File: src/pkg/ars_pkg.sv
package ars_pkg;

  // ==========================================================================
  // Widths
  localparam int ADDR_W = 4;
  localparam int DATA_W = 8;
  localparam int RESULT_W = 10;
  localparam int SEL_W = 3;
  localparam int NUM_SRC = 8;
  localparam int IRQ_W = 2;
  // Result bits that spill past one byte
  localparam int SPILL_W = RESULT_W - DATA_W;

  // ==========================================================================
  // Register offsets
  localparam logic [ADDR_W-1:0] OFS_RESULT_LOW = 4'h0;
  localparam logic [ADDR_W-1:0] OFS_RESULT_HIGH = 4'h1;
  localparam logic [ADDR_W-1:0] OFS_CONTROL_A = 4'h2;
  localparam logic [ADDR_W-1:0] OFS_INPUT_SELECT = 4'h3;
  localparam logic [ADDR_W-1:0] OFS_CONTROL_B = 4'h4;
  localparam logic [ADDR_W-1:0] OFS_IRQ_STATUS = 4'h5;
  localparam logic [ADDR_W-1:0] OFS_IRQ_MASK = 4'h6;

  // ==========================================================================
  // Field positions
  localparam int CTLA_EN_BIT = 7;
  localparam int CTLA_START_BIT = 6;
  localparam int CTLA_ATE_BIT = 5;
  localparam int CTLA_DONE_BIT = 4;
  localparam int MUX_LADJ_BIT = 5;
  localparam int CTLB_SEL_LSB = 0;
  localparam int IRQ_DONE_BIT = 0;
  localparam int IRQ_TRIG_BIT = 1;

  // ==========================================================================
  // Reset values
  localparam logic [DATA_W-1:0] RESET_BYTE = 8'h00;
  localparam logic [RESULT_W-1:0] RESET_RESULT = 10'h000;
  localparam logic [IRQ_W-1:0] RESET_IRQ = 2'h0;

  // ==========================================================================
  // Trigger source codes
  typedef enum logic [SEL_W-1:0] {
    TRIG_FREE_RUN = 3'h0,
    TRIG_ANALOG_CMP = 3'h1,
    TRIG_EXT_IRQ0 = 3'h2,
    TRIG_TMR0_CMP = 3'h3,
    TRIG_TMR0_OVF = 3'h4,
    TRIG_TMR_CMP_B = 3'h5,
    TRIG_TMR1_OVF = 3'h6,
    TRIG_TMR1_CAPT = 3'h7
  } ars_trig_src_type;

  // ==========================================================================
  // Result read lock
  typedef enum logic [1:0] {
    LOCK_OPEN = 2'b01,
    LOCK_HELD = 2'b10
  } ars_lock_type;

endpackage : ars_pkg

File: src/ars_trig.sv
module ars_trig #(
  parameter int NUM_SRC = ars_pkg::NUM_SRC,
  parameter int SEL_W = ars_pkg::SEL_W
) (
  // Clock and reset
  input wire logic clk_in,
  input wire logic resetn_in,
  // Sources, index 0 is the conversion done flag
  input wire logic [NUM_SRC-1:0] flags_in,
  input wire logic done_pulse_in,
  // Control
  input wire logic [SEL_W-1:0] sel_in,
  input wire logic auto_en_in,
  input wire logic conv_en_in,
  // Trigger
  output logic trig_out
);

  logic prev_level;

  wire sel_level = flags_in[sel_in];
  wire free_run = (sel_in == ars_pkg::TRIG_FREE_RUN);
  // Free running restarts on a completion while not busy, never on a switch to it
  wire edge_seen = free_run ? done_pulse_in : (sel_level & ~prev_level);

  assign trig_out = auto_en_in & conv_en_in & edge_seen;

  // Tracks the selected level, so a switch from a clear source to a set one, other than free running, looks like an edge
  always_ff @(posedge clk_in) begin
    if (!resetn_in) begin
      prev_level <= 1'b0;
    end else begin
      prev_level <= sel_level;
    end
  end

endmodule : ars_trig

File: src/ars_top.sv
module ars_top (
  // Clock and reset
  input wire logic CLK_IN,
  input wire logic RESETN_IN,
  // Register port
  input wire logic [ars_pkg::ADDR_W-1:0] REG_ADDR_IN,
  input wire logic [ars_pkg::DATA_W-1:0] REG_WDATA_IN,
  input wire logic REG_WR_IN,
  input wire logic REG_RD_IN,
  output logic [ars_pkg::DATA_W-1:0] REG_RDATA_OUT,
  // Converter core
  input wire logic CONV_DONE_IN,
  input wire logic [ars_pkg::RESULT_W-1:0] CONV_RESULT_IN,
  output logic CONV_START_OUT,
  output logic CONV_EN_OUT,
  // Peripheral flags, source codes 1 to 7
  input wire logic [ars_pkg::NUM_SRC-1:1] TRIG_FLAGS_IN,
  // Interrupt
  output logic IRQ_OUT
);

  // ==========================================================================
  // State
  logic converter_en;
  logic auto_trigger_en;
  logic busy;
  logic conversion_done_flag;
  logic left_adjust_ctl;
  logic [ars_pkg::SEL_W-1:0] trigger_source_sel;
  logic [ars_pkg::RESULT_W-1:0] result;
  ars_pkg::ars_lock_type lock_state;
  ars_pkg::ars_lock_type next_lock_state;
  logic [ars_pkg::IRQ_W-1:0] irq_status;
  logic [ars_pkg::IRQ_W-1:0] irq_mask;
  logic [ars_pkg::DATA_W-1:0] rdata;
  logic conv_start;
  logic trig_hit;

  // ==========================================================================
  // Address decode
  wire hit_low = (REG_ADDR_IN == ars_pkg::OFS_RESULT_LOW);
  wire hit_high = (REG_ADDR_IN == ars_pkg::OFS_RESULT_HIGH);
  wire hit_ctla = (REG_ADDR_IN == ars_pkg::OFS_CONTROL_A);
  wire hit_mux = (REG_ADDR_IN == ars_pkg::OFS_INPUT_SELECT);
  wire hit_ctlb = (REG_ADDR_IN == ars_pkg::OFS_CONTROL_B);
  wire hit_status = (REG_ADDR_IN == ars_pkg::OFS_IRQ_STATUS);
  wire hit_mask = (REG_ADDR_IN == ars_pkg::OFS_IRQ_MASK);

  wire rd_low = REG_RD_IN & hit_low;
  wire rd_high = REG_RD_IN & hit_high;
  wire rd_status = REG_RD_IN & hit_status;
  wire wr_ctla = REG_WR_IN & hit_ctla;
  wire wr_mux = REG_WR_IN & hit_mux;
  wire wr_ctlb = REG_WR_IN & hit_ctlb;
  wire wr_mask = REG_WR_IN & hit_mask;

  // ==========================================================================
  // Result presentation
  // Purely combinational so the adjust bit acts even mid-conversion
  wire [ars_pkg::DATA_W-1:0] low_left = {
    result[ars_pkg::SPILL_W-1:0],
    {(ars_pkg::DATA_W - ars_pkg::SPILL_W){1'b0}}
  };
  wire [ars_pkg::DATA_W-1:0] high_left = result[ars_pkg::RESULT_W-1 -: ars_pkg::DATA_W];
  wire [ars_pkg::DATA_W-1:0] low_right = result[ars_pkg::DATA_W-1:0];
  wire [ars_pkg::DATA_W-1:0] high_right = {
    {(ars_pkg::DATA_W - ars_pkg::SPILL_W){1'b0}},
    result[ars_pkg::RESULT_W-1 -: ars_pkg::SPILL_W]
  };
  wire [ars_pkg::DATA_W-1:0] low_view = left_adjust_ctl ? low_left : low_right;
  wire [ars_pkg::DATA_W-1:0] high_view = left_adjust_ctl ? high_left : high_right;

  // ==========================================================================
  // Register views
  wire [ars_pkg::DATA_W-1:0] ctla_view = (ars_pkg::DATA_W'(converter_en) << ars_pkg::CTLA_EN_BIT)
                                       | (ars_pkg::DATA_W'(busy) << ars_pkg::CTLA_START_BIT)
                                       | (ars_pkg::DATA_W'(auto_trigger_en) << ars_pkg::CTLA_ATE_BIT)
                                       | (ars_pkg::DATA_W'(conversion_done_flag) << ars_pkg::CTLA_DONE_BIT);
  wire [ars_pkg::DATA_W-1:0] mux_view = ars_pkg::DATA_W'(left_adjust_ctl) << ars_pkg::MUX_LADJ_BIT;
  // Reserved bit 7 and bits 6:3 always read zero
  wire [ars_pkg::DATA_W-1:0] ctlb_view = ars_pkg::DATA_W'(trigger_source_sel) << ars_pkg::CTLB_SEL_LSB;
  wire [ars_pkg::DATA_W-1:0] status_view = ars_pkg::DATA_W'(irq_status);
  wire [ars_pkg::DATA_W-1:0] mask_view = ars_pkg::DATA_W'(irq_mask);

  // Unmapped offsets answer zero
  wire [ars_pkg::DATA_W-1:0] read_value = hit_low ? low_view :
                                          hit_high ? high_view :
                                          hit_ctla ? ctla_view :
                                          hit_mux ? mux_view :
                                          hit_ctlb ? ctlb_view :
                                          hit_status ? status_view :
                                          hit_mask ? mask_view :
                                          ars_pkg::RESET_BYTE;

  always_ff @(posedge CLK_IN) begin
    if (!RESETN_IN) begin
      rdata <= ars_pkg::RESET_BYTE;
    end else if (REG_RD_IN) begin
      rdata <= read_value;
    end else begin
      rdata <= ars_pkg::RESET_BYTE;
    end
  end

  assign REG_RDATA_OUT = rdata;

  // ==========================================================================
  // Read lock
  // A low read in the same cycle as completion already blocks that update
  wire update_ok = CONV_DONE_IN & (lock_state == ars_pkg::LOCK_OPEN) & ~rd_low;

  always_comb begin
    next_lock_state = lock_state;
    case (lock_state)
      ars_pkg::LOCK_OPEN: begin
        if (rd_low) begin
          next_lock_state = ars_pkg::LOCK_HELD;
        end
      end
      ars_pkg::LOCK_HELD: begin
        // Only a high read closes an access; a low read never followed by one leaves the lock held
        if (rd_high) begin
          next_lock_state = ars_pkg::LOCK_OPEN;
        end
      end
      default: begin
        next_lock_state = ars_pkg::LOCK_OPEN;
      end
    endcase
  end

  always_ff @(posedge CLK_IN) begin
    if (!RESETN_IN) begin
      lock_state <= ars_pkg::LOCK_OPEN;
    end else begin
      lock_state <= next_lock_state;
    end
  end

  // ==========================================================================
  // Result store
  // Results finished while locked are lost, not queued
  always_ff @(posedge CLK_IN) begin
    if (!RESETN_IN) begin
      result <= ars_pkg::RESET_RESULT;
    end else if (update_ok) begin
      result <= CONV_RESULT_IN;
    end
  end

  // ==========================================================================
  // Control registers
  always_ff @(posedge CLK_IN) begin
    if (!RESETN_IN) begin
      converter_en <= 1'b0;
      auto_trigger_en <= 1'b0;
    end else if (wr_ctla) begin
      converter_en <= REG_WDATA_IN[ars_pkg::CTLA_EN_BIT];
      auto_trigger_en <= REG_WDATA_IN[ars_pkg::CTLA_ATE_BIT];
    end
  end

  always_ff @(posedge CLK_IN) begin
    if (!RESETN_IN) begin
      left_adjust_ctl <= 1'b0;
    end else if (wr_mux) begin
      left_adjust_ctl <= REG_WDATA_IN[ars_pkg::MUX_LADJ_BIT];
    end
  end

  // Bit 7 is not stored, whatever software writes there
  always_ff @(posedge CLK_IN) begin
    if (!RESETN_IN) begin
      trigger_source_sel <= ars_pkg::TRIG_FREE_RUN;
    end else if (wr_ctlb) begin
      trigger_source_sel <= REG_WDATA_IN[ars_pkg::CTLB_SEL_LSB +: ars_pkg::SEL_W];
    end
  end

  assign CONV_EN_OUT = converter_en;

  // ==========================================================================
  // Conversion done flag
  wire done_clear = wr_ctla & REG_WDATA_IN[ars_pkg::CTLA_DONE_BIT];

  // Set beats a write-one clear in the same cycle
  always_ff @(posedge CLK_IN) begin
    if (!RESETN_IN) begin
      conversion_done_flag <= 1'b0;
    end else if (CONV_DONE_IN) begin
      conversion_done_flag <= 1'b1;
    end else if (done_clear) begin
      conversion_done_flag <= 1'b0;
    end
  end

  // ==========================================================================
  // Trigger selection
  ars_trig #(
    .NUM_SRC(ars_pkg::NUM_SRC),
    .SEL_W(ars_pkg::SEL_W)
  ) u_trig (
    .clk_in(CLK_IN),
    .resetn_in(RESETN_IN),
    .flags_in({TRIG_FLAGS_IN, conversion_done_flag}),
    .done_pulse_in(CONV_DONE_IN),
    .sel_in(trigger_source_sel),
    .auto_en_in(auto_trigger_en),
    .conv_en_in(converter_en),
    .trig_out(trig_hit)
  );

  // ==========================================================================
  // Conversion start
  // Start and enable may be written together
  wire soft_start = wr_ctla & REG_WDATA_IN[ars_pkg::CTLA_START_BIT] & REG_WDATA_IN[ars_pkg::CTLA_EN_BIT];
  // Edges while busy are dropped; the core takes one start at a time
  wire start_fire = (soft_start | trig_hit) & ~busy & ~conv_start;
  wire en_drop = wr_ctla & ~REG_WDATA_IN[ars_pkg::CTLA_EN_BIT];

  always_ff @(posedge CLK_IN) begin
    if (!RESETN_IN) begin
      conv_start <= 1'b0;
    end else begin
      conv_start <= start_fire & ~en_drop;
    end
  end

  // Disabling the converter aborts any conversion in flight
  always_ff @(posedge CLK_IN) begin
    if (!RESETN_IN) begin
      busy <= 1'b0;
    end else if (en_drop) begin
      busy <= 1'b0;
    end else if (conv_start) begin
      busy <= 1'b1;
    end else if (CONV_DONE_IN) begin
      busy <= 1'b0;
    end
  end

  assign CONV_START_OUT = conv_start;

  // ==========================================================================
  // Interrupts
  wire [ars_pkg::IRQ_W-1:0] irq_events = (ars_pkg::IRQ_W'(CONV_DONE_IN) << ars_pkg::IRQ_DONE_BIT)
                                       | (ars_pkg::IRQ_W'(conv_start) << ars_pkg::IRQ_TRIG_BIT);
  wire [ars_pkg::IRQ_W-1:0] irq_keep = rd_status ? ars_pkg::RESET_IRQ : irq_status;

  // Read clears, but an event in the reading cycle survives
  always_ff @(posedge CLK_IN) begin
    if (!RESETN_IN) begin
      irq_status <= ars_pkg::RESET_IRQ;
    end else begin
      irq_status <= irq_keep | irq_events;
    end
  end

  always_ff @(posedge CLK_IN) begin
    if (!RESETN_IN) begin
      irq_mask <= ars_pkg::RESET_IRQ;
    end else if (wr_mask) begin
      irq_mask <= REG_WDATA_IN[ars_pkg::IRQ_W-1:0];
    end
  end

  assign IRQ_OUT = |(irq_status & irq_mask);

endmodule : ars_top

File: config.mk
export PLATFORM = sky130hd
export DESIGN_NAME = ars_top
export DESIGN_NICKNAME = d
export VERILOG_FILES = /design/src/pkg/ars_pkg.sv /design/src/ars_trig.sv /design/src/ars_top.sv
export SDC_FILE = /design/constraint.sdc
export NUM_CORES = 1
export LEC_CHECK = 0
export BUFFER_PORTS_ARGS = -buffer_cell sky130_fd_sc_hd__buf_2
export CELL_PAD_IN_SITES_DETAIL_PLACEMENT = 1
export CELL_PAD_IN_SITES_GLOBAL_PLACEMENT = 1
export CORE_UTILIZATION = 30
export DETAILED_ROUTE_END_ITERATION = 7
export PLACE_DENSITY_LB_ADDON = 0.1
export SLEW_MARGIN = 15
export SYNTH_ARGS = -nofsm -noshare
export SYNTH_HDL_FRONTEND = slang
export SYNTH_HIERARCHICAL = 1
export SYNTH_SLANG_ARGS = --single-unit
File: constraint.sdc
create_clock -name CLK_IN -period 1.45 [get_ports CLK_IN]
set_input_delay 0.2175 -clock CLK_IN [delete_from_list [all_inputs] [get_ports CLK_IN]]
set_output_delay 0.2175 -clock CLK_IN [all_outputs]
set_load 0.005 [all_outputs]
After elaboration in Yosys (flattened, before gate mapping):

Cells that the tools add are included.

* bits in registers: 34
* bits of input ports: 34
* output and inout port bits: 11

* eq/ne operators: 10
* muxes and demuxes: 20
* magnitude comparators: 1
* bitwise logic cells: 33
* reduce and logical (&&, ||, !) cells: 8

Operators with widths (number)
* $mux W8: 5
* $and A1 B1 Y1: 19
* $eq A4 B3 Y1 const B: 3
* $mux W2: 5
* $eq A4 B2 Y1 const B: 2
* $or A8 B5 Y8: 1
* $or A8 B6 Y8: 1
* $or A8 B7 Y8: 1
* $not A1 Y1: 7
* $mux W1: 6
* $mux W6: 1
* $eq A4 B1 Y1 const B: 1
* $logic_not A4 Y1: 1
* $lt A3 B4 Y1 const B: 1
* $ne A2 B2 Y1 const B: 2
* $pmux W2 S2: 1
* $reduce_and A2 Y1: 2
* $reduce_bool A2 Y1: 2
* $reduce_or A2 Y1: 2
* $bmux W1 S3: 1
* $logic_not A3 Y1: 1
* $mux W3: 1
* $and A2 B2 Y2: 1
* $eq A2 B1 Y1 const B: 1
* 4 further kinds: 4

Longest topological paths before layout:

* depth after elaboration: 9
* gate-level depth with buffers: 5
* gate-level depth less buffers: 5

Cells and area by module:

Netlist, hierarchy kept.

By module, submodules not included
* ars_top: area an instance 1451.4 um^2, instances 1, cells each 162
* ars_trig: area an instance 141.4 um^2, instances 1, cells each 18

Worst setup path before layout:

No wires, ideal clock.

* kind: reg2reg
* start point: register trigger_source_sel[0] (netlist bit)
* end point: register conv_start (netlist: CONV_START_OUT)
* path buffers: 0
* required time: 1.358 ns
* setup slack: 0.093 ns
* cell stages (with the launch flop): 6
* arrival: 1.265 ns
* cell sequence: dfxtp_1 nor3_1 or3_1 o31ai_2 a21oi_1 nor4_1

* cells in the longest elaborated chain, start to end: 9
* elaborated cells between the ends (all ways): 10
* those cells by class: mux (3); bitwise (6); reduce/logical (1)

RTL lines
* from (decl): line ars_top.sv:29 `logic [ars_pkg::SEL_W-1:0] trigger_source_sel;`
* from (signal assigned): line ars_top.sv:174 `trigger_source_sel <= ars_pkg::TRIG_FREE_RUN;`
* from (signal assigned): line ars_top.sv:176 `trigger_source_sel <= REG_WDATA_IN[ars_pkg::CTLB_SEL_LSB +: ars_pkg::SEL_W];`
* $bmux W1 S3: line ars_trig.sv:21 `wire sel_level = flags_in[sel_in];`
* $mux W1 (implied by the code): line ars_trig.sv:21
* $and A1 B1 Y1: line ars_trig.sv:24 `wire edge_seen = free_run ? done_pulse_in : (sel_level & ~prev_level);`
* $mux W1 *: line ars_trig.sv:24
* $and A1 B1 Y1 *: line ars_trig.sv:26 `assign trig_out = auto_en_in & conv_en_in & edge_seen;`
* net trig_hit: line ars_top.sv:37 `logic trig_hit;`
* $or A1 B1 Y1 *: line ars_top.sv:218 `wire start_fire = (soft_start | trig_hit) & ~busy & ~conv_start;`
* $and A1 B1 Y1 * (2 in series): line ars_top.sv:218
* $and A1 B1 Y1 *: line ars_top.sv:225 `conv_start <= start_fire & ~en_drop;`
* to (signal assigned): line ars_top.sv:225
* to (decl): line ars_top.sv:36 `logic conv_start;`

Mark *: on every way through the listed nets, which the timed path passes. The rest lies on a longest branch. The select of a mux whose other input is x is not followed.
A chain may end at the register's enable or synchronous reset.

Worst setup path in the final report:

Ends and elaborated chain as after synthesis.

==> results_dict.tcl <==
set metrics [dict create \
    status "finished clean" \
    synth_area_um2 1593 \
    antenna_cells 0 \
    vias 1538 \
    r2r_start "trigger_source_sel[0]$_SDFFE_PN0P_" \
    start_util_pct 31.19 \
    holdPathStages 2 \
    async_flop_share_pct 0 \
    grt_usage_pct 18.08 \
    synthFlopType "dfxtp_1" \
    crit_end "CONV_START_OUT$_SDFF_PN0_" \
    ys_types 38 \
    worstRegToRegCells 5 \
    hp-class "input pin to register" \
    drtIter0Drc 47 \
    final_max_slew_viol_count 0 \
    detail-route-antenna-nets 0 \
    finalHoldViolations 0 \
    path_clk_slew_ns 0.07 \
    rsz0062_at_grt "true" \
    cp.required_ns 1.62 \
    io_pins 45 \
    cts_buffer_depth 2 \
    rows 26 \
    coreArea_um2 5107 \
    synth_cells 180 \
    die_h_um 74.87 \
    clock_latency_ns 0.29 \
    cts_max_level 2 \
    gp_congestion 0.8289 \
    startpoint "trigger_source_sel[0]$_SDFFE_PN0P_" \
    setup_viol 0 \
    ir_drop_mv 0.4658 \
    die_w_um 74.87 \
    synth_top_area_cell "dfxtp_1" \
    synth_compound_area_share_pct 16.26 \
    synth_common_cells "34 x dfxtp_1, 21 x nand2_1, 12 x o21ai_1" \
    synth-seq-cells 34 \
    nFillCells 646 \
    numPortBuffers 43 \
    postSynthNetCount 214 \
    clock_skew_ns 0.007407 \
    grt_max_degree 15 \
    post-route-period-util_pct 97.94 \
    final_util_pct 40.86 \
    wl_per_cell_um 15.42 \
    ys_top_cells_by_area "dfxtp_1 43%, mux2i_1 6.9%, nand2_1 4.9%" \
    dr.pass1.iters 4 \
    crit_fanout 6 \
    synth_edf_count 0 \
    slew_headroom_pct 77.66 \
    cts_tree "yes" \
    wirelength_um 4748 \
    total_leakage_power_uw 0.0008735 \
    startpoint_type "register" \
    grt_pass1_wl_um 7355 \
    yosys_warnings 6 \
    end_kind "register" \
    crit_arrival_ns 1.59 \
    grt.overflow.total 0 \
    setup_tns_ns 0 \
    synthToLayoutAreaGrowth_pct 31.03 \
    yosysMostFrequentCell "dfxtp_1" \
    max_freq_ghz 0.7041 \
    nets 271 \
    cts_buffers 5 \
    cts.sinks 34 \
    dieArea_um2 5605 \
    synth_fa_ha_area_share_pct 0 \
    worstMarginPinSlew_ns 0.3325 \
    reg2reg_slack_ns 0.03 \
    fin_crit_ns 1.420 \
    ys_seq_area_share_pct 42.73 \
    post-cts-setup-buffers 0 \
    synth_top_family_by_area "simple AND/OR/NAND/NOR gates" \
    dp_hpwl_um 3740 \
    power_density_nw_per_um2 930.0 \
    cap_viol_max_count 0 \
    layout-drive-gt1-share_pct 33.61 \
    clockRootBuffer "clkbuf_8" \
    post-synth-top-area-fraction_pct 42.73 \
    synth-xor-area-share_pct 0 \
    via_per_inst 4.994 \
    r2r-end "CONV_START_OUT$_SDFF_PN0_" \
    drc_errors 0 \
    muxShareOfSynthArea_pct 11.15 \
    crit_type "register to register" \
    grt_pass1_vias 1535 \
    antenna_found_initial 0 \
    yosys.area_share.simple_pct 25.53 \
    syn_avg_cell_area_um2 8.849 \
    holdCritStartpoint "REG_WDATA_IN[4]" \
]
report_power, final:
part / total, µW / switching [µW] / internal (µW) / leakage (µW)
sequential: 988 / 27.1 / 961 / 0.000278
clock: 734 / 352 / 382 / 0.0000472
combinational: 219 / 117 / 102 / 0.000549
total: 1940 / 496 / 1440 / 0.000873
flip-flops by register name, summed over array words and instances (netlist names), 2 cells and up:
register / count
REG_RDATA_OUT: 8
irq_mask: 2
irq_status: 2
lock_state: 2
result: 10
trigger_source_sel: 3
metrics by stage:
step                power (µW)  std cells  cell area (µm²)  hold WS, ns  setup slack, ns
global placement          1216        300             1982       0.4113          0.01463
finish                    1941        308             2087       0.1365          0.02984
global route              2025        308             2087       0.1354         -0.05263
CTS                       1964        308             2081       0.1322          0.04011
floorplan                 1111        180             1593       0.3259          0.09307
detailed placement        1227        300             1982       0.4344         -0.06904
critical path: stages (launching register included):
cell     delay (ns)
dfxtp_4        0.38
mux2_2         0.33
o22ai_1        0.28
o31ai_2        0.11
a21oi_1        0.13
nor4_1         0.06
placed cells by master (no fill, tap or decap), types with 2 or more instances in the layout:
master	synthesis	layout
nand2_1	21	21
inv_1	6	6
clkbuf_8	0	6
mux2i_1	11	11
nor2_1	5	5
nand4_1	3	3
o21ai_0	3	3
nor4_1	2	2
nor2b_1	10	10
nor3_1	5	5
a22oi_1	3	3
mux2_2	3	3
a21oi_1	10	10
nand2b_1	5	5
buf_4	1	17
a32oi_1	3	3
buf_2	4	43
dfxtp_1	34	33
and2b_1	2	2
nand3_1	11	11
o21ai_1	12	12
a221oi_1	4	4
mux2_1	3	3
per-layer routing:
metal  share of wire, %  up-vias  track usage (%)  wire length (µm)
met5                  0        -                0                 0
met4                1.3        0            6.709                61
met3                4.0        6            4.685               189
met2                 46       30            28.43              2171
met1                 49      741            23.89              2326
li1                   -      761                -                 -
cell type report:
cell class | count | area, µm² | area share [%]
sequential | 34 | 684.4 | 32.79
multi-input combinational | 130 | 854.6 | 40.95
timing repair buffer | 60 | 342.8 | 16.43
tap | 70 | 87.58 | 4.197
inverter | 6 | 22.52 | 1.079
clock buffer | 6 | 82.58 | 3.957
clock inverter | 2 | 12.51 | 0.5995
cell families after synthesis:
group           Yosys count
compound gates           41
simple gates             72
flops                    34
mux                      17
buf+inv                  16
how the worst min path moves through the flow:
stage               slack, ns                                end
floorplan                0.33  conversion_done_flag$_SDFFE_PN0P_
detailed placement       0.43  conversion_done_flag$_SDFFE_PN0P_
global route             0.14  conversion_done_flag$_SDFFE_PN0P_
CTS                      0.13  conversion_done_flag$_SDFFE_PN0P_
finish                   0.14  conversion_done_flag$_SDFFE_PN0P_
global placement         0.41  conversion_done_flag$_SDFFE_PN0P_
what timing repair did:
action                     in CTS  in global routing
pin swaps                       1                  1
resized for setup               2                  1
hold buffers                    0                  0
setup endpoints to repair       1                  1
No activity file was read; power rests on OpenSTA's default activity.
